**config.mk**
```make
export PLATFORM = sky130hd
export DESIGN_NAME = tlc_core
export DESIGN_NICKNAME = d
export VERILOG_FILES = /design/src/rtl/tlc_pkg.sv /design/src/rtl/tlc_core.sv
export SDC_FILE = /design/constraint.sdc
export NUM_CORES = 1
export LEC_CHECK = 0
export BUFFER_PORTS_ARGS = -buffer_cell sky130_fd_sc_hd__clkbuf_2
export CAP_MARGIN = 20
export CORE_MARGIN = 4
export CORE_UTILIZATION = 50
export CTS_CLUSTER_SIZE = 30
export DETAILED_ROUTE_END_ITERATION = 6
export PLACE_DENSITY = 0.72
export SYNTH_ARGS = -nofsm -noshare
export SYNTH_HDL_FRONTEND = slang
export SYNTH_SLANG_ARGS = --single-unit
```
**constraint.sdc**
```tcl
create_clock -name pclk -period 2.5 [get_ports pclk]
set_clock_uncertainty 0.15 [all_clocks]
set_input_delay 0.25 -clock pclk [delete_from_list [all_inputs] [get_ports pclk]]
set_output_delay 0.25 -clock pclk [all_outputs]
set_load 0.02 [all_outputs]
```
**src/rtl/tlc_pkg.sv**
```systemverilog
// Purpose: shared constants for the triggered level control block
// Assumes: APB slave with 32-bit data, one register per aligned word
// Notes:   the command register bits act as one-shot strobes
package tlc_pkg;
    // timing and widths
    localparam int CLK_PERIOD_NS = 20;
    localparam int ST_TIME_NS    = 200;
    localparam int ST_CYCLES     = (ST_TIME_NS + CLK_PERIOD_NS - 1) / CLK_PERIOD_NS;
    localparam int LVL_W         = 16;
    localparam int FLT_W         = 4;
    // register byte offsets
    localparam logic [7:0] OFF_CTRL    = 8'h00;
    localparam logic [7:0] OFF_CMD     = 8'h04;
    localparam logic [7:0] OFF_IMM     = 8'h08;
    localparam logic [7:0] OFF_PEND    = 8'h0C;
    localparam logic [7:0] OFF_STAT    = 8'h10;
    localparam logic [7:0] OFF_TEST    = 8'h14;
    localparam logic [7:0] OFF_IRQ_ST  = 8'h18;
    localparam logic [7:0] OFF_IRQ_EN  = 8'h1C;
    localparam logic [7:0] OFF_IRQ_CLR = 8'h20;
    // control register fields
    localparam int CTRL_CONT = 0;
    localparam int CTRL_SRC  = 1;
    localparam int CTRL_OCP  = 2;
    localparam int CTRL_OUT  = 3;
    // command register strobes
    localparam int CMD_ARM    = 0;
    localparam int CMD_TRG    = 1;
    localparam int CMD_CANCEL = 2;
    localparam int CMD_WAIT   = 3;
    localparam int CMD_PCLR   = 4;
    localparam int CMD_RECALL = 5;
    localparam int CMD_RESET  = 6;
    // interrupt events
    localparam int IRQ_N    = 3;
    localparam int IRQ_TRIG = 0;
    localparam int IRQ_OC   = 1;
    localparam int IRQ_TEST = 2;
    // reset values
    localparam logic [LVL_W-1:0] IMM_RST = 16'h0000;
    // input synchroniser bit positions
    localparam int SY_GET = 0;
    localparam int SY_DCL = 1;
    localparam int SY_EXT = 2;
    localparam int SY_CC  = 3;
    localparam int SY_W   = 4 + FLT_W;
    typedef enum logic [1:0] {TLC_ST_IDLE, TLC_ST_RUN, TLC_ST_LATCH, TLC_ST_DONE} tlc_st_type;
endpackage

```
**src/rtl/tlc_core.sv**
```systemverilog
// Purpose: current level control with arm, trigger, cancel, wait and protection
// Assumes: pins from the bus interface and power stage are asynchronous
// Notes:   Contract
//          Contract
//          - bus trigger command triggers when source is bus
//          - group execute trigger acts like bus trigger
//          - self test returns zero or fault code
//          - wait holds off commands until pending done
//          - only device clear aborts a wait
//          - cancel drops trigger, pending equals immediate
//          - cancel clears waiting for trigger flag
//          - continuous arm rearms right after cancel
//          - power on, recall, reset imply cancel
//          - trigger moves pending level to output
//          - immediate writes leave pending level untouched
//          - unset pending reads back immediate level
//          - pending applied only when armed
//          - protection plus constant current trips output
//          - only protection clear releases overcurrent latch
//          - query only registers refuse writes
//          - single arm covers one trigger only
//          - unarmed system ignores all triggers
//
// Our own choices: the APB interface to the registers and the placing of the registers.
`timescale 1ns/10ps
`default_nettype none
module tlc_core (
    input  wire logic                     pclk,        // bus clock
    input  wire logic                     presetn,     // async reset, low
    input  wire logic                     psel,        // apb select
    input  wire logic                     penable,     // apb enable
    input  wire logic                     pwrite,      // apb direction
    input  wire logic [7:0]               paddr,       // apb byte address
    input  wire logic [31:0]              pwdata,      // apb write data
    output logic      [31:0]              prdata,      // apb read data
    output logic                          pready,      // apb ready
    output logic                          pslverr,     // apb error
    input  wire logic                     bus_get,     // group execute trigger
    input  wire logic                     bus_dcl,     // device clear
    input  wire logic                     ext_trig,    // external trigger
    input  wire logic                     cc_mode,     // constant current state
    input  wire logic [tlc_pkg::FLT_W-1:0] hw_fault,   // self test fault lines
    output logic [tlc_pkg::LVL_W-1:0]     level_out,   // applied current level
    output logic                          output_on,   // output enabled
    output logic                          wtg_out,     // waiting for trigger
    output logic                          irq          // interrupt, high
);
    ////////////////////////////////////////////////////////////////////
    logic [tlc_pkg::SY_W-1:0]  sy1;
    logic [tlc_pkg::SY_W-1:0]  sy2;
    logic [tlc_pkg::SY_W-1:0]  sy3;
    logic                      get_rise;
    logic                      dcl_rise;
    logic                      ext_rise;
    logic                      cc_s;
    logic [tlc_pkg::FLT_W-1:0] flt_s;

    // two flop synchronisers plus edge stage
    always_ff @(posedge pclk or negedge presetn) begin
        if (!presetn) begin
            sy1 <= '0;
            sy2 <= '0;
            sy3 <= '0;
        end else begin
            sy1 <= {hw_fault, cc_mode, ext_trig, bus_dcl, bus_get};
            sy2 <= sy1;
            sy3 <= sy2;
        end
    end

    assign get_rise = sy2[tlc_pkg::SY_GET] & ~sy3[tlc_pkg::SY_GET];
    assign dcl_rise = sy2[tlc_pkg::SY_DCL] & ~sy3[tlc_pkg::SY_DCL];
    assign ext_rise = sy2[tlc_pkg::SY_EXT] & ~sy3[tlc_pkg::SY_EXT];
    assign cc_s     = sy2[tlc_pkg::SY_CC];
    assign flt_s    = sy2[tlc_pkg::SY_W-1:4];

    ////////////////////////////////////////////////////////////////////
    logic                      acc;
    logic                      done;
    logic                      wr;
    logic                      cmd_wr;
    logic                      sel_ctrl;
    logic                      sel_cmd;
    logic                      sel_imm;
    logic                      sel_pend;
    logic                      sel_stat;
    logic                      sel_test;
    logic                      sel_ist;
    logic                      sel_ien;
    logic                      sel_iclr;
    logic                      mapped;
    logic                      ro_reg;
    logic                      wo_reg;
    logic                      wait_busy;
    tlc_pkg::tlc_st_type       st_state;

    // address decode
    assign sel_ctrl = paddr == tlc_pkg::OFF_CTRL;
    assign sel_cmd  = paddr == tlc_pkg::OFF_CMD;
    assign sel_imm  = paddr == tlc_pkg::OFF_IMM;
    assign sel_pend = paddr == tlc_pkg::OFF_PEND;
    assign sel_stat = paddr == tlc_pkg::OFF_STAT;
    assign sel_test = paddr == tlc_pkg::OFF_TEST;
    assign sel_ist  = paddr == tlc_pkg::OFF_IRQ_ST;
    assign sel_ien  = paddr == tlc_pkg::OFF_IRQ_EN;
    assign sel_iclr = paddr == tlc_pkg::OFF_IRQ_CLR;
    assign mapped   = sel_ctrl | sel_cmd | sel_imm | sel_pend | sel_stat | sel_test | sel_ist | sel_ien | sel_iclr;
    assign ro_reg   = sel_stat | sel_test | sel_ist;
    assign wo_reg   = sel_cmd | sel_iclr;

    // writes stall
    // ready: writes wait out a pending wait, test reads wait for result
    assign acc     = psel & penable;
    assign pready  = ~(acc & ((pwrite & wait_busy) |
                     (~pwrite & sel_test & (st_state != tlc_pkg::TLC_ST_DONE))));
    assign pslverr = acc & pready & (~mapped | (pwrite & ro_reg) | (~pwrite & wo_reg));
    assign done    = acc & pready;
    assign wr      = done & pwrite & ~pslverr;
    assign cmd_wr  = wr & sel_cmd;

    ////////////////////////////////////////////////////////////////////
    logic                      cont;
    logic                      src_ext;
    logic                      ocp_en;
    logic                      out_req;
    logic                      armed;
    logic                      pend_valid;
    logic [tlc_pkg::LVL_W-1:0] imm;
    logic [tlc_pkg::LVL_W-1:0] pend;
    logic                      c_trg;
    logic                      c_cancel;
    logic                      c_reinit;
    logic                      cancel_any;
    logic                      trig_evt;
    logic                      oc_flag;

    assign c_trg      = cmd_wr & pwdata[tlc_pkg::CMD_TRG];
    assign c_cancel   = cmd_wr & pwdata[tlc_pkg::CMD_CANCEL];
    assign c_reinit   = cmd_wr & (pwdata[tlc_pkg::CMD_RECALL] | pwdata[tlc_pkg::CMD_RESET]);
    assign cancel_any = c_cancel | c_reinit;
    // trigger gating
    // bus sources only count when selected, nothing counts unless armed
    assign trig_evt   = armed & ~cancel_any &
                        ((~src_ext & (c_trg | get_rise)) | (src_ext & ext_rise));

    // control settings; recall and reset clear mode and source, only reset also clears protection and output
    always_ff @(posedge pclk or negedge presetn) begin
        if (!presetn) begin
            cont    <= 1'b0;
            src_ext <= 1'b0;
            ocp_en  <= 1'b0;
            out_req <= 1'b0;
        end else if (c_reinit) begin
            cont    <= 1'b0;
            src_ext <= 1'b0;
            ocp_en  <= ocp_en & ~pwdata[tlc_pkg::CMD_RESET];
            out_req <= out_req & ~pwdata[tlc_pkg::CMD_RESET];
        end else if (wr & sel_ctrl) begin
            cont    <= pwdata[tlc_pkg::CTRL_CONT];
            src_ext <= pwdata[tlc_pkg::CTRL_SRC];
            ocp_en  <= pwdata[tlc_pkg::CTRL_OCP];
            out_req <= pwdata[tlc_pkg::CTRL_OUT];
        end
    end

    // arm state
    // the arm bit is the waiting-for-trigger flag
    always_ff @(posedge pclk or negedge presetn) begin
        if (!presetn) begin
            armed <= 1'b0;
        end else if (cancel_any) begin
            armed <= cont & ~c_reinit;
        end else if (trig_evt & ~cont) begin
            armed <= 1'b0;
        end else if ((cmd_wr & pwdata[tlc_pkg::CMD_ARM]) | cont) begin
            armed <= 1'b1;
        end
    end

    // immediate level
    // only an armed trigger moves the pending level out
    always_ff @(posedge pclk or negedge presetn) begin
        if (!presetn) begin
            imm <= tlc_pkg::IMM_RST;
        end else if (cmd_wr & pwdata[tlc_pkg::CMD_RESET]) begin
            imm <= tlc_pkg::IMM_RST;
        end else if (trig_evt & pend_valid) begin
            imm <= pend;
        end else if (wr & sel_imm) begin
            imm <= pwdata[tlc_pkg::LVL_W-1:0];
        end
    end

    // pending level
    // untouched by immediate writes, dropped by trigger or cancel
    always_ff @(posedge pclk or negedge presetn) begin
        if (!presetn) begin
            pend       <= tlc_pkg::IMM_RST;
            pend_valid <= 1'b0;
        end else if (wr & sel_pend) begin
            pend       <= pwdata[tlc_pkg::LVL_W-1:0];
            pend_valid <= 1'b1;
        end else if (cancel_any | trig_evt) begin
            pend_valid <= 1'b0;
        end
    end

    // wait tracking
    // device clear wins; otherwise ends when nothing is pending
    always_ff @(posedge pclk or negedge presetn) begin
        if (!presetn) begin
            wait_busy <= 1'b0;
        end else if (dcl_rise) begin
            wait_busy <= 1'b0;
        end else if (cmd_wr & pwdata[tlc_pkg::CMD_WAIT] & armed & pend_valid) begin
            wait_busy <= 1'b1;
        end else if (~(armed & pend_valid)) begin
            wait_busy <= 1'b0;
        end
    end

    // overcurrent latch
    // trip wins over clear while the cause persists
    always_ff @(posedge pclk or negedge presetn) begin
        if (!presetn) begin
            oc_flag <= 1'b0;
        end else if (ocp_en & cc_s) begin
            oc_flag <= 1'b1;
        end else if (cmd_wr & pwdata[tlc_pkg::CMD_PCLR]) begin
            oc_flag <= 1'b0;
        end
    end

    // outputs; the output returns to its request once released
    always_ff @(posedge pclk or negedge presetn) begin
        if (!presetn) begin
            output_on <= 1'b0;
            level_out <= tlc_pkg::IMM_RST;
        end else begin
            output_on <= out_req & ~oc_flag;
            level_out <= imm;
        end
    end

    assign wtg_out = armed;

    ////////////////////////////////////////////////////////////////////
    logic [3:0]                st_cnt;
    logic [7:0]                st_code;
    logic                      st_evt;

    // self test run on query
    // a test read starts the run and stalls until the code is ready
    always_ff @(posedge pclk or negedge presetn) begin
        if (!presetn) begin
            st_state <= tlc_pkg::TLC_ST_IDLE;
            st_cnt   <= '0;
            st_code  <= '0;
        end else begin
            case (st_state)
                tlc_pkg::TLC_ST_IDLE: begin
                    if (acc & ~pwrite & sel_test) begin
                        st_state <= tlc_pkg::TLC_ST_RUN;
                        st_cnt   <= 4'(tlc_pkg::ST_CYCLES - 1);
                    end
                end
                tlc_pkg::TLC_ST_RUN: begin
                    if (st_cnt == 4'h0) begin
                        st_state <= tlc_pkg::TLC_ST_LATCH;
                        st_code  <= '0;
                        for (int i = tlc_pkg::FLT_W - 1; i >= 0; i--) begin
                            if (flt_s[i]) begin
                                st_code <= 8'(i + 1);
                            end
                        end
                    end else begin
                        st_cnt <= st_cnt - 4'h1;
                    end
                end
                tlc_pkg::TLC_ST_LATCH: st_state <= tlc_pkg::TLC_ST_DONE;
                tlc_pkg::TLC_ST_DONE: begin
                    if (done) begin
                        st_state <= tlc_pkg::TLC_ST_IDLE;
                    end
                end
                default: st_state <= tlc_pkg::TLC_ST_IDLE;
            endcase
        end
    end

    assign st_evt = st_state == tlc_pkg::TLC_ST_LATCH;

    ////////////////////////////////////////////////////////////////////
    logic [tlc_pkg::IRQ_N-1:0] irq_st;
    logic [tlc_pkg::IRQ_N-1:0] irq_en;
    logic [tlc_pkg::IRQ_N-1:0] irq_ev;
    logic [tlc_pkg::IRQ_N-1:0] irq_clr;

    assign irq_ev  = {st_evt, ocp_en & cc_s & ~oc_flag, trig_evt};
    assign irq_clr = (wr & sel_iclr) ? pwdata[tlc_pkg::IRQ_N-1:0] : '0;

    // sticky status, set wins over clear
    always_ff @(posedge pclk or negedge presetn) begin
        if (!presetn) begin
            irq_st <= '0;
            irq_en <= '0;
        end else begin
            irq_st <= (irq_st & ~irq_clr) | irq_ev;
            if (wr & sel_ien) begin
                irq_en <= pwdata[tlc_pkg::IRQ_N-1:0];
            end
        end
    end

    assign irq = |(irq_st & irq_en);

    ////////////////////////////////////////////////////////////////////
    logic [31:0]               rd_mux;

    always_comb begin
        rd_mux = 32'h0000_0000;
        case (1'b1)
            sel_ctrl: rd_mux = {28'h0, out_req, ocp_en, src_ext, cont};
            sel_imm:  rd_mux = {16'h0, imm};
            sel_pend: rd_mux = {16'h0, pend_valid ? pend : imm};
            sel_stat: rd_mux = {26'h0, st_state != tlc_pkg::TLC_ST_IDLE, output_on,
                                wait_busy, pend_valid, oc_flag, armed};
            sel_test: rd_mux = {24'h0, st_code};
            sel_ist:  rd_mux = {29'h0, irq_st};
            sel_ien:  rd_mux = {29'h0, irq_en};
            default:  rd_mux = 32'h0000_0000;
        endcase
    end

    // read data captured each cycle of a read
    always_ff @(posedge pclk or negedge presetn) begin
        if (!presetn) begin
            prdata <= 32'h0000_0000;
        end else if (psel & ~pwrite) begin
            prdata <= rd_mux;
        end
    end
endmodule
`default_nettype wire

```
# [Yosys cells after proc, flatten, opt, wreduce, memory -nomap -nowiden]
# Cells that the tools add are included.
[word_totals] register_bits=128 ram_bits=0 latch_bits=0 output_inout_bits=53 mem_bits_ro=0 memories=0 wordCells=176 inputBits=53
[op_classes] div=0 addsub=1 shift=0 n_mux=41 mul=0 bitwise=82 n_eq_ne=17 order_cmp=0 reduce_logical=14
[op_table] op="2-to-1 mux 32 bit" n=5
[op_table] op="2-to-1 mux 16 bit" n=4
[op_table] op="bitwise AND 1 bit" n=45
[op_table] op="equality test 8 x 5 -> 1 bit, second input constant" n=4
[op_table] op="2-to-1 mux 8 bit" n=3
[op_table] op="bitwise OR 1 bit" n=20
[op_table] op="2-to-1 mux 1 bit" n=18
[op_table] op="equality test 8 x 4 -> 1 bit, second input constant" n=2
[op_table] op="NOT 1 bit" n=13
[op_table] op="2-to-1 mux 3 bit" n=4
[op_table] op="!= test 2 bit, second input constant" n=5
[op_table] op="nonzero test 2 bit" n=5
[op_table] op="equality test 8 x 3 -> 1 bit, second input constant" n=1
[op_table] op="equality test 8 x 6 -> 1 bit, second input constant" n=1
[op_table] op="zero test 8 bit" n=1
[op_table] op="2-to-1 mux 4 bit" n=2
[op_table] op="one-hot mux 2 bit (4 select lines)" n=1
[op_table] op="one-hot mux 4 bit (2 select lines)" n=1
[op_table] op="bitwise AND 3 bit" n=2
[op_table] op="2-to-1 mux 2 bit" n=3
[op_table] op="AND reduction 3 bit" n=2
[op_table] op="nonzero test 3 bit" n=2
[op_table] op="equality test 2 bit, second input constant" n=2
[op_table] op="zero test 4 bit" n=1
[op_table] op="other kinds (8)" n=8

# [Longest topological paths before layout]
# Gate-level depths: netlist of the first run.
[depth] word_depth=24 depth_mapped=8 ltp_nobuf=7

# [Least setup slack after synthesis of the first run]
# Ideal clock, no wire load.
[synth_path] path_type="input -> register" startpoint="input port paddr[2]" endpoint="register imm[10] (netlist bit)" setup_time_ps=127 t_required_ps=2223 n_path_buf=2 setup_slack_ps=168 arrival_ps=2055 cell_stages=7 cell_sequence="clkbuf_1 or2_2 a2111o_1 a2111o_1 buf_6 a22oi_1 mux2i_1"
[synth_between] elab_chain_cells=24 word_cells_on_any_way=52 cone_classes="eq/ne: 8; mux: 2; bitwise: 40; reduce/logical: 2"
[synth_rtl] item="start, declared" line_no="tlc_core.sv:33" source="input wire logic [7:0] paddr,"
[synth_rtl] item="equality test 8 x 3 -> 1 bit / zero test 8 bit (equally long branches)" line_no="tlc_core.sv:99, tlc_core.sv:98"
[synth_rtl] item="bitwise OR 1 bit (8 in series)" line_no="tlc_core.sv:107" source="assign mapped = sel_ctrl | sel_cmd | sel_imm | sel_pend | sel_stat | sel_test | sel_ist | sel_ien | sel_iclr;"
[synth_rtl] item="NOT 1 bit" line_no="tlc_core.sv:116" source="assign pslverr = acc & pready & (~mapped | (pwrite & ro_reg) | (~pwrite & wo_reg));"
[synth_rtl] item="bitwise OR 1 bit (2 in series)" line_no="tlc_core.sv:116"
[synth_rtl] item="bitwise AND 1 bit" line_no="tlc_core.sv:116"
[synth_rtl] item="NOT 1 bit" line_no="tlc_core.sv:118" source="assign wr = done & pwrite & ~pslverr;"
[synth_rtl] item="bitwise AND 1 bit" line_no="tlc_core.sv:118"
[synth_rtl] item="bitwise AND 1 bit" line_no="tlc_core.sv:119" source="assign cmd_wr = wr & sel_cmd;"
[synth_rtl] item="bitwise AND 1 bit (on tied branches)" line_no="tlc_core.sv:137, tlc_core.sv:138, tlc_core.sv:139"
[synth_rtl] item="bitwise OR 1 bit (on tied branches)" line_no="tlc_core.sv:144, tlc_core.sv:140"
[synth_rtl] item="bitwise AND 1 bit / NOT 1 bit (equally long branches)" line_no="tlc_core.sv:144, tlc_core.sv:143"
[synth_rtl] item="bitwise OR 1 bit / bitwise AND 1 bit (equally long branches)" line_no="tlc_core.sv:144, tlc_core.sv:143"
[synth_rtl] item="bitwise AND 1 bit" line_no="tlc_core.sv:143" source="assign trig_evt = armed & ~cancel_any &"
[synth_rtl] item="bitwise AND 1 bit" line_no="tlc_core.sv:187" source="end else if (trig_evt & pend_valid) begin"
[synth_rtl] item="2-to-1 mux 16 bit" line_no="tlc_core.sv:187"
[synth_rtl] item="2-to-1 mux 16 bit" line_no="tlc_core.sv:185" source="end else if (cmd_wr & pwdata[tlc_pkg::CMD_RESET]) begin"
[synth_rtl] item="end signal, assigned" line_no="tlc_core.sv:184" source="imm <= tlc_pkg::IMM_RST;"
[synth_rtl] item="end signal, assigned" line_no="tlc_core.sv:186" source="imm <= tlc_pkg::IMM_RST;"
[synth_rtl] item="end signal, assigned" line_no="tlc_core.sv:188" source="imm <= pend;"
[synth_rtl] item="end, declared" line_no="tlc_core.sv:128" source="logic [tlc_pkg::LVL_W-1:0] imm;"
# Parallel ways exist; a longest one is shown, timed or not.
# A chain may end at the register's enable or synchronous reset.

# [Worst setup path in the final report of the first run]
[layout_path] startpoint="input port paddr[1]" endpoint="output port pready"
[layout_between] elab_chain_cells=6
[layout_rtl] item="equality test 8 x 5 -> 1 bit" line_no="tlc_core.sv:103" source="assign sel_test = paddr == tlc_pkg::OFF_TEST;"
[layout_rtl] item="bitwise AND 1 bit (2 in series)" line_no="tlc_core.sv:115" source="(~pwrite & sel_test & (st_state != tlc_pkg::TLC_ST_DONE))));"
[layout_rtl] item="bitwise OR 1 bit" line_no="tlc_core.sv:114" source="assign pready = ~(acc & ((pwrite & wait_busy) |"
[layout_rtl] item="bitwise AND 1 bit" line_no="tlc_core.sv:114"
[layout_rtl] item="NOT 1 bit" line_no="tlc_core.sv:114"
[layout_rtl] item="end, declared" line_no="tlc_core.sv:36" source="output logic pready,"
# Every way passes these cells.

==> results of run 1 <==
[power groups by stage]
stage	Combinational, W	Clock, W	Sequential [W]
after floorplan	0.000391	0	0.00193
after CTS	0.000590	0.00114	0.00191
after global routing	0.000660	0.00121	0.00192
final	0.000590	0.00110	0.00191
after global placement	0.000535	0	0.00193
after detailed placement	0.000568	0	0.00194
[final timing paths]
| check | startpoint | endpoint | slack (ns) | cells after the start |
|---|---|---|---|---|
| setup / recovery | paddr[1] | pready | 0.16 | 8 |
| hold / removal | pwdata[3] | out_req | 0.05 | 3 |
| setup reg to reg | wait_busy | pend[10] | 0.17 | 5 |
| hold reg to reg | sy1[1] | sy2[1] | 0.21 | 0 |
| max in group asynchronous | presetn | prdata[7] | 1.30 | 3 |
| min in group asynchronous | presetn | sy3[2] | 0.31 | 2 |
[through the flow]
step                worst slack (ns)  cells  power (W)  TNS (ns)
global placement             0.01873    620   0.002470         0
floorplan                     0.1676    430   0.002318         0
finish                        0.1643    654   0.003600         0
CTS                           0.1699    654   0.003639         0
detailed placement          -0.03689    620   0.002509  -0.04455
global route                 0.04356    654   0.003796         0
[routing by layer]
layer	wire, µm	vias to the layer above
li1	-	1664
met1	4796	1797
met2	5326	124
met3	664	20
met4	210	0
met5	0	-
[synthesized netlist by cell type (2+ instances only)]
cell	number	share of area, %
a2111o_1	3	0.70
buf_2	3	0.31
o211ai_1	2	0.31
a221oi_1	3	0.54
inv_1	14	1.1
a21oi_1	10	1.0
o31ai_1	2	0.31
nand3_1	5	0.52
o2bb2ai_1	2	0.36
nand3b_1	3	0.47
dfrtp_1	107	56
mux4_2	3	1.4
or3_1	3	0.39
mux2_2	19	4.4
clkbuf_1	8	0.62
nor3b_1	2	0.31
o21ai_0	24	2.5
a22oi_1	17	2.6
nor2_1	15	1.2
nor4_1	2	0.26
nand2b_1	2	0.26
a21o_1	2	0.31
buf_6	2	0.47
a2bb2oi_1	2	0.36
and2_1	2	0.26
a41oi_1	2	0.36
nor3_1	2	0.21
a22o_1	2	0.36
nor2b_1	6	0.78
mux2i_1	28	5.8
a31oi_1	3	0.39
nand4_1	2	0.26
nand2_1	62	4.8
ha_1	6	1.6
buf_4	17	2.6
[state kept, by name, indices dropped and copies added (netlist names), 4 cells and up]
register,flops
imm,16
level_out,16
pend,16
prdata,16
st_cnt,4
sy1,8
sy2,8
[worst reg2reg max path: cells and delay by family, from the launching register on]
family	cells	cell delay, ns
compound gates	2	0.68
flops	1	0.45
mux	1	0.40
simple gates	2	0.54
[repair_timing]
| item | 4_1_cts | 5_1_grt |
|---|---|---|
| hold buffers | 18 | 0 |
| setup buffers | 0 | 0 |
| hold endpoints to repair | 66 | 0 |
| resized for setup | 0 | 0 |
[final cells by class]
type                            count  area [µm²]  area share [%]
Timing Repair Buffer              110       740.7           12.82
Clock inverter                      5       67.56           1.169
Tap cell                          129       161.4           2.793
Inverter                           14       52.55          0.9093
Multi-Input combinational cell    278        1938           33.54
Clock buffer                       11       141.4           2.446
Sequential cell                   107        2678           46.33
[cells by family after synthesis]
| kind of cell | Yosys count | share of synthesized area, % |
|---|---|---|
| other | 1 | 0.07777 |
| flip-flops | 107 | 55.53 |
| buffers and inverters | 45 | 5.449 |
| multiplexers | 51 | 11.88 |
| adder cells (fa/ha/maj) | 6 | 1.557 |
| AND/OR/NAND/NOR | 116 | 11.83 |
| AO/OA/AOI/OAI | 89 | 13.67 |
[cell usage in the layout, fill, tap and decap left out, drive strengths merged, types with 4 or more instances in the layout]
cell type	n
nor2b	6
a22oi	17
o21ai	24
a21oi	11
nor3	4
mux2	20
ha	6
dlygate4sd3	18
inv	17
mux2i	28
dfrtp	107
nor2	15
conb	16
clkbuf	83
buf	20
nand2	62
nand3	6
==> results.py, run 1 <==
metrics = {
    "global_route": {
        "grt_busiest_layer": "met2",
        "use_met2_pct": 33.48,
        "grt_max_degree": 52,
        "grt_use_total_pct": 20.74,
        "grt_util_met3_pct": 3.643,
        "grtUsageMet1_pct": 28.04,
        "grt_pass1_wl_um": 18310,
        "antenna_found_initial": 0,
        "grt_pass1_vias": 3658,
        "overflow": 0,
    },
    "critical_path": {
        "worstSetupPathType": "primary input to output pin",
        "end_kind": "output pin",
        "worstSetupStartpointType": "primary input",
        "worstPathCellList": "clkbuf_2 > or4_1 > buf_4 > nor2_1 > nand2_1 > o21ai_0 > nand2_1 > clkbuf_2",
        "crit_arrival_ns": 1.94,
        "max_stage_delay_ns": 0.62,
        "crit_family": "simple AND/OR/NAND/NOR gates",
        "crit_fanout": 4,
        "critical_path_buf_inv_count": 3,
        "crit_slowest_cell": "or4_1",
        "crit_required_ns": 2.10,
    },
    "route": {
        "wl_um": 11000,
        "vias_per_cell": 5.512,
        "dr.pass1.iters": 5,
        "wl_per_cell_um": 16.81,
        "num_vias": 3605,
        "ant_nets": 0,
        "drtIter0Drc": 158,
        "drcViolationCount": 0,
    },
    "floorplanning": {
        "fp-row-count": 35,
        "initial_core_util_pct": 51.70,
        "die-area_mm2": 0.01128,
        "die_w_um": 106.2,
        "core_mm2": 0.009328,
        "fp.dieH_um": 106.2,
        "num_io_pins": 106,
    },
    "finish": {
        "final_area_mm2": 0.005779,
        "n_fill_cell": 768,
        "nNetsFinal": 579,
        "final_layout_size_suffix_gt1_share_pct": 26.10,
        "syn_to_final_growth_pct": 19.85,
        "antenna_cells": 0,
        "post-route-util_pct": 61.96,
    },
    "place": {
        "hpwl_um": 7958,
        "placed_area_mm2": 0.005390,
        "place_congestion": 0.9017,
        "port_buffers": 73,
    },
    "timing": {
        "max_slew_margin_pct": 54.97,
        "min_period_ns": 2.336,
        "fin_crit_sh_pct": 93.43,
        "hold_slack_ns": 0.05256,
        "clock.fmax_ghz": 0.4281,
        "worst_slew_pin_slew_ns": 0.6754,
        "rsz0062_at_grt": "no",
        "drv_slew": 0,
        "hold_viol": 0,
        "setup_viol": 0,
    },
    "pwr": {
        "comb_power_share_pct": 16.4,
        "p_clk_share_pct": 30.6,
        "switchingPower_w": 0.001018,
        "power_frac_seq_pct": 53.0,
        "ir_drop_v": 0.0003454,
        "internal_power_w": 0.002581,
        "power.leakage_nw": 2.729,
        "power.density_mw_per_mm2": 622.9,
        "switching_share_pct": 28.29,
    },
    "clocking": {
        "clk_latency_ns": 0.37,
        "cts_tree": "done",
        "clock-sinks": 107,
        "cts_buffers": 9,
        "cts.clk_slew.worst_paths_ns": 0.09,
        "cts.path.max_buffers": 2,
        "cts_htree_levels": 3,
        "cts_root_buf": "clkbuf_8",
    },
    "logic_synthesis": {
        "yosys_register_bits": 107,
        "synthesis.area_mm2": 0.004822,
        "ys_warn_count": 0,
        "yosysSeqAreaShare_pct": 55.53,
        "synth_ff_type": "dfrtp_1",
        "async_reset_ff_share_pct": 100.0,
        "synth.distinct_cells": 63,
        "avgSynthCellArea_um2": 11.62,
        "synth_edf_count": 0,
        "netlist_instances": 415,
    },
    "hold_path": {
        "hp-class": "primary input to flip-flop",
    },
    "job": {
        "maxCapViolations": 0,
    },
    "status": {
        "outcome": "finished clean",
    },
}
(Power assumes the default switching activity.)
==> run 2, diff against run 1 <==
- GPL_TIMING_DRIVEN: default -> 0
==> run 2 against run 1 <==
- sequential share of layout area shrank 0.67 points
- combinational power grew 2%
- cell count grew 2.9%
- global-route usage shrank 0.081 points
- worst setup slack lost 0.13 ns
- clock power shrank 7%
- clock-buffer cell count is the same
- non-clock buffer count grew 19
- fmax shrank 5.2%
- flip-flop and latch count is the same
- first-iteration DRC count grew 28%
- largest cell class unchanged
==> results.py, run 2 (synthesis results as in run 1) <==
metrics = {
    "pwr": {
        "ir_drop_v": 0.0003622,
        "power.density_mw_per_mm2": 601.8,
        "p_total_w": 0.003529,
        "power.leakage_nw": 2.775,
    },
    "route": {
        "vias_per_cell": 5.382,
        "ant_nets": 0,
        "num_vias": 3622,
        "drtIter0Drc": 202,
        "wl_per_cell_um": 16.45,
        "drcViolationCount": 0,
        "dr.pass1.iters": 4,
        "wl_um": 11070,
    },
    "clocking": {
        "cts.path.max_buffers": 2,
        "cts.clk_slew.worst_paths_ns": 0.10,
        "cts_buffers": 9,
        "cts_tree": "done",
        "clk_latency_ns": 0.37,
        "cts_htree_levels": 3,
        "clock-sinks": 107,
        "cts_root_buf": "clkbuf_8",
    },
    "timing": {
        "hold_slack_ns": 0.03408,
        "setup_viol": 0,
        "max_slew_margin_pct": 45.11,
        "clock.fmax_ghz": 0.4061,
        "hold_viol": 0,
        "fin_crit_sh_pct": 98.50,
        "drv_slew": 0,
        "worst_slew_pin_slew_ns": 0.8234,
        "min_period_ns": 2.463,
    },
    "critical_path": {
        "crit_arrival_ns": 2.57,
        "crit_fanout": 10,
        "end_kind": "flip-flop",
        "worstSetupStartpointType": "flip-flop",
        "worstSetupPathType": "flip-flop to flip-flop",
        "crit_required_ns": 2.61,
    },
    "finish": {
        "n_fill_cell": 767,
        "final_area_mm2": 0.005864,
        "syn_to_final_growth_pct": 21.61,
        "nNetsFinal": 598,
        "final_common_cell": "dfrtp_1",
        "final_cell_mix": "dfrtp_1, clkbuf_2, nand2_1, mux2i_1, buf_4",
        "final_layout_size_suffix_gt1_share_pct": 27.76,
        "antenna_cells": 0,
    },
    "job": {
        "maxCapViolations": 0,
    },
    "floorplanning": {
        "fp-row-count": 35,
        "num_io_pins": 106,
        "fp.dieH_um": 106.2,
        "initial_core_util_pct": 51.70,
        "die-area_mm2": 0.01128,
        "core_mm2": 0.009328,
        "die_w_um": 106.2,
    },
    "global_route": {
        "grt_pass1_vias": 3555,
        "overflow": 0,
        "grt_pass1_wl_um": 18360,
        "antenna_found_initial": 0,
        "grt_max_degree": 108,
        "grt_use_total_pct": 20.66,
    },
    "hold_path": {
        "hp-class": "primary input to flip-flop",
    },
    "place": {
        "port_buffers": 72,
        "hpwl_um": 7812,
        "place_congestion": 0.8550,
        "placed_area_mm2": 0.005409,
    },
    "status": {
        "outcome": "finished clean",
    },
}
run 2: changes by cell type in the layout (fill, tap and decap cells not counted), sizes merged:
cell,change
buf,+12
clkbuf,+7
clkinv,+3
inv,-3
bufinv,-1
clkinvlp,+1
run 2: per-stage QoR:
step	TNS (ns)	setup slack [ns]	cells	utilization (%)
finish	0	0.03739	673	62.87
global route	-0.06599	-0.01661	673	62.87
CTS	0	0.04650	668	62.28
detailed placement	-12.69	-0.6175	631	57.99
global placement	-52.04	-0.4789	631	57.89
floorplan	0	0.1676	430	-
run 2: area by class of cell:
class,instances,area [µm²],area share [%]
tap,129,161.4,2.752
clock buffer,11,141.4,2.411
clock inverter,5,50.05,0.8534
inverter,14,52.55,0.8961
sequential,107,2678,45.66
buffer,31,211.5,3.606
multi-input combinational,278,1961,33.43
timing repair buffer,98,609.3,10.39
run 2: worst paths after layout:
check                      startpoint             to  slack [ns]  cells after the start
max                         wait_busy        imm[15]        0.04                      8
min                         pwdata[2]         ocp_en        0.03                      3
max reg2reg                 wait_busy        imm[15]        0.04                      8
min reg2reg                    sy1[0]         sy2[0]        0.20                      0
max in group asynchronous     presetn  level_out[11]        1.24                      2
min in group asynchronous     presetn         sy1[5]        0.37                      2
run 2: repair_timing:
item,4_1_cts,5_1_grt
pin swaps,1,1
endpoints found under the setup margin,10,17
gates resized for setup,1,6
setup buffers,3,5
hold buffers,18,0
hold endpoints to repair,124,0
run 2: power by group:
group          total [W]  leakage, nW  internal [W]  switching (W)
combinational   0.000600         1.27      0.000254       0.000346
clock            0.00102       0.0925      0.000404       0.000619
sequential       0.00191         1.41       0.00183      0.0000758
total            0.00353         2.78       0.00249        0.00104
run 2: layer usage:
| metal | global-route usage, % | vias up | wire (µm) | share of wire (%) |
|---|---|---|---|---|
| met5 | 0 | - | 0 | 0 |
| met3 | 4.068 | 13 | 647 | 5.8 |
| met4 | 5.365 | 0 | 114 | 1.0 |
| li1 | - | 1708 | - | - |
| met1 | 29.57 | 1780 | 5053 | 46 |
| met2 | 32.44 | 121 | 5257 | 47 |
run 2: critical path, stage by stage (launching register included):
cell,delay [ns]
dfrtp_1,0.43
nand4b_1,0.31
buf_4,0.21
buf_4,0.12
a2bb2oi_1,0.13
a2111o_1,0.49
buf_6,0.19
a22oi_1,0.21
mux2i_1,0.10
==> run 3, diff against run 2 <==
==> constraint.sdc (replaced) <==
create_clock -name pclk -period 2.5 [get_ports pclk]
set_clock_uncertainty 0.15 [all_clocks]
set_input_delay 0.125 -clock pclk [delete_from_list [all_inputs] [get_ports pclk]]
set_output_delay 0.125 -clock pclk [all_outputs]
set_load 0.02 [all_outputs]
==> run 3 against run 2 <==
- cell area up 0.90%
- total power is 0.13% higher
- first-iteration DRC count rose by 5.4%
- combinational power grew 2%
- sequential share of layout area down 0.41 points
- clock-buffer cell count did not move
- worst hold slack worse by 0.0022 ns
- critical path depth unchanged
- flip-flop and latch count stayed put
- register-to-register slack is essentially flat
- via count decreased by 0.28%
- largest power group unchanged
==> results.py, run 3 (synthesis results as in run 1) <==
metrics = {
    "timing": {
        "drv_slew": 0,
        "setup_viol": 0,
        "min_period_ns": 2.468,
        "worst_slew_pin_slew_ns": 0.8246,
        "hold_slack_ns": 0.03187,
        "clock.fmax_ghz": 0.4051,
        "hold_viol": 0,
        "fin_crit_sh_pct": 98.73,
        "max_slew_margin_pct": 45.03,
    },
    "clocking": {
        "clk_latency_ns": 0.37,
        "cts.clk_slew.worst_paths_ns": 0.10,
        "cts_tree": "done",
        "cts_htree_levels": 3,
        "clock-sinks": 107,
        "cts_root_buf": "clkbuf_8",
        "cts_buffers": 9,
        "cts.path.max_buffers": 2,
    },
    "critical_path": {
        "max_stage_delay_ns": 0.49,
        "worstPathCellList": "nand4b_1 > buf_4 > buf_4 > a2bb2oi_1 > a2111o_1 > buf_6 > a22oi_1 > mux2i_1",
        "crit_arrival_ns": 2.57,
        "worstSetupPathType": "flip-flop to flip-flop",
        "cpMostUsedCell": "buf_4",
        "crit_required_ns": 2.60,
        "crit_fanout": 10,
        "worstSetupStartpointType": "flip-flop",
        "end_kind": "flip-flop",
        "crit_family": "compound AO/OA/AOI/OAI gates",
        "rrSetupSlack_ns": 0.03,
        "critical_path_buf_inv_count": 3,
        "crit_slowest_cell": "a2111o_1",
        "r2r_start": "wait_busy",
        "critPathLaunch": "wait_busy",
    },
    "finish": {
        "antenna_cells": 0,
        "final_common_cell": "dfrtp_1",
        "final_cell_mix": "dfrtp_1, clkbuf_2, nand2_1, mux2i_1",
        "syn_to_final_growth_pct": 22.70,
        "final_layout_size_suffix_gt1_share_pct": 27.04,
        "nNetsFinal": 605,
    },
    "route": {
        "wl_per_cell_um": 16.44,
        "num_vias": 3612,
        "wl_um": 11180,
        "drcViolationCount": 0,
        "drtIter0Drc": 213,
        "dr.pass1.iters": 5,
        "vias_per_cell": 5.312,
        "ant_nets": 0,
    },
    "global_route": {
        "overflow": 0,
        "grt_pass1_vias": 3614,
        "antenna_found_initial": 0,
        "grt_use_total_pct": 20.79,
        "grt_pass1_wl_um": 18510,
        "grt_max_degree": 108,
    },
    "place": {
        "place_congestion": 0.8550,
        "hpwl_um": 7812,
        "port_buffers": 72,
    },
    "floorplanning": {
        "initial_core_util_pct": 51.70,
        "num_io_pins": 106,
        "fp-row-count": 35,
        "fp.dieH_um": 106.2,
        "core_mm2": 0.009328,
        "die_w_um": 106.2,
        "die-area_mm2": 0.01128,
    },
    "pwr": {
        "p_total_w": 0.003534,
        "ir_drop_v": 0.0003634,
        "power.density_mw_per_mm2": 597.2,
        "power.leakage_nw": 2.800,
    },
    "hold_path": {
        "hp-class": "primary input to flip-flop",
        "min_from": "psel",
    },
    "job": {
        "maxCapViolations": 0,
    },
    "status": {
        "outcome": "finished clean",
    },
}
run 3: layout make-up:
type / count / area (µm²)
fillers: 763 / 3411
flip-flops and latches: 107 / 2678
multi-input cells: 278 / 1944
repair buffers: 105 / 679.4
plain buffers: 31 / 210.2
well taps: 129 / 161.4
clock buffers: 11 / 141.4
inverters: 14 / 52.55
clock inverters: 5 / 50.05
run 3: worst paths after layout:
| check | end | cells past startpoint |
|---|---|---|
| hold reg to reg | sy2[0] | 0 |
| max in group asynchronous | out_req | 2 |
| setup / recovery | imm[15] | 8 |
| min in group asynchronous | sy2[1] | 2 |
| setup reg to reg | imm[15] | 8 |
| hold / removal | prdata[3] | 4 |
run 3: report_power, final:
part	switching, W	total (W)	internal, W
sequential	0.0000762	0.00191	0.00183
clock	0.000614	0.00102	0.000404
combinational	0.000349	0.000609	0.000260
run 3: through the flow:
stage                     instances  setup TNS [ns]  setup WS (ns)  utilization (%)  cell area, µm²
final                           680               0        0.03169            63.43            5917
after global routing            680        -0.06756       -0.01845            63.43            5917
after CTS                       675               0        0.04650            63.03            5879
after detailed placement        631          -6.861        -0.4925            57.99            5409
after global placement          631          -33.96        -0.3539            57.89            5400
after floorplan                 430               0         0.2926                -            4878
run 3: layer usage:
layer / part of all wire (%) / vias up / GRT usage [%]
li1: - / 1722 / -
met5: 0 / - / 0
met3: 4.7 / 14 / 3.704
met2: 47 / 115 / 32.94
met4: 1.1 / 0 / 5.365
met1: 47 / 1761 / 29.79
run 3: worst min-delay path: stages:
cell	delay [ns]
clkbuf_2	0.10
nor2b_1	0.16
nor2_1	0.09
a21oi_1	0.05
run 3: what timing repair did:
item / in CTS / in global routing
pin swaps: 1 / 1
hold buffers: 25 / 0
endpoints found under the setup margin: 10 / 15
resized for setup: 1 / 1
endpoints found under the hold margin: 155 / 0
buffers inserted: 3 / 5
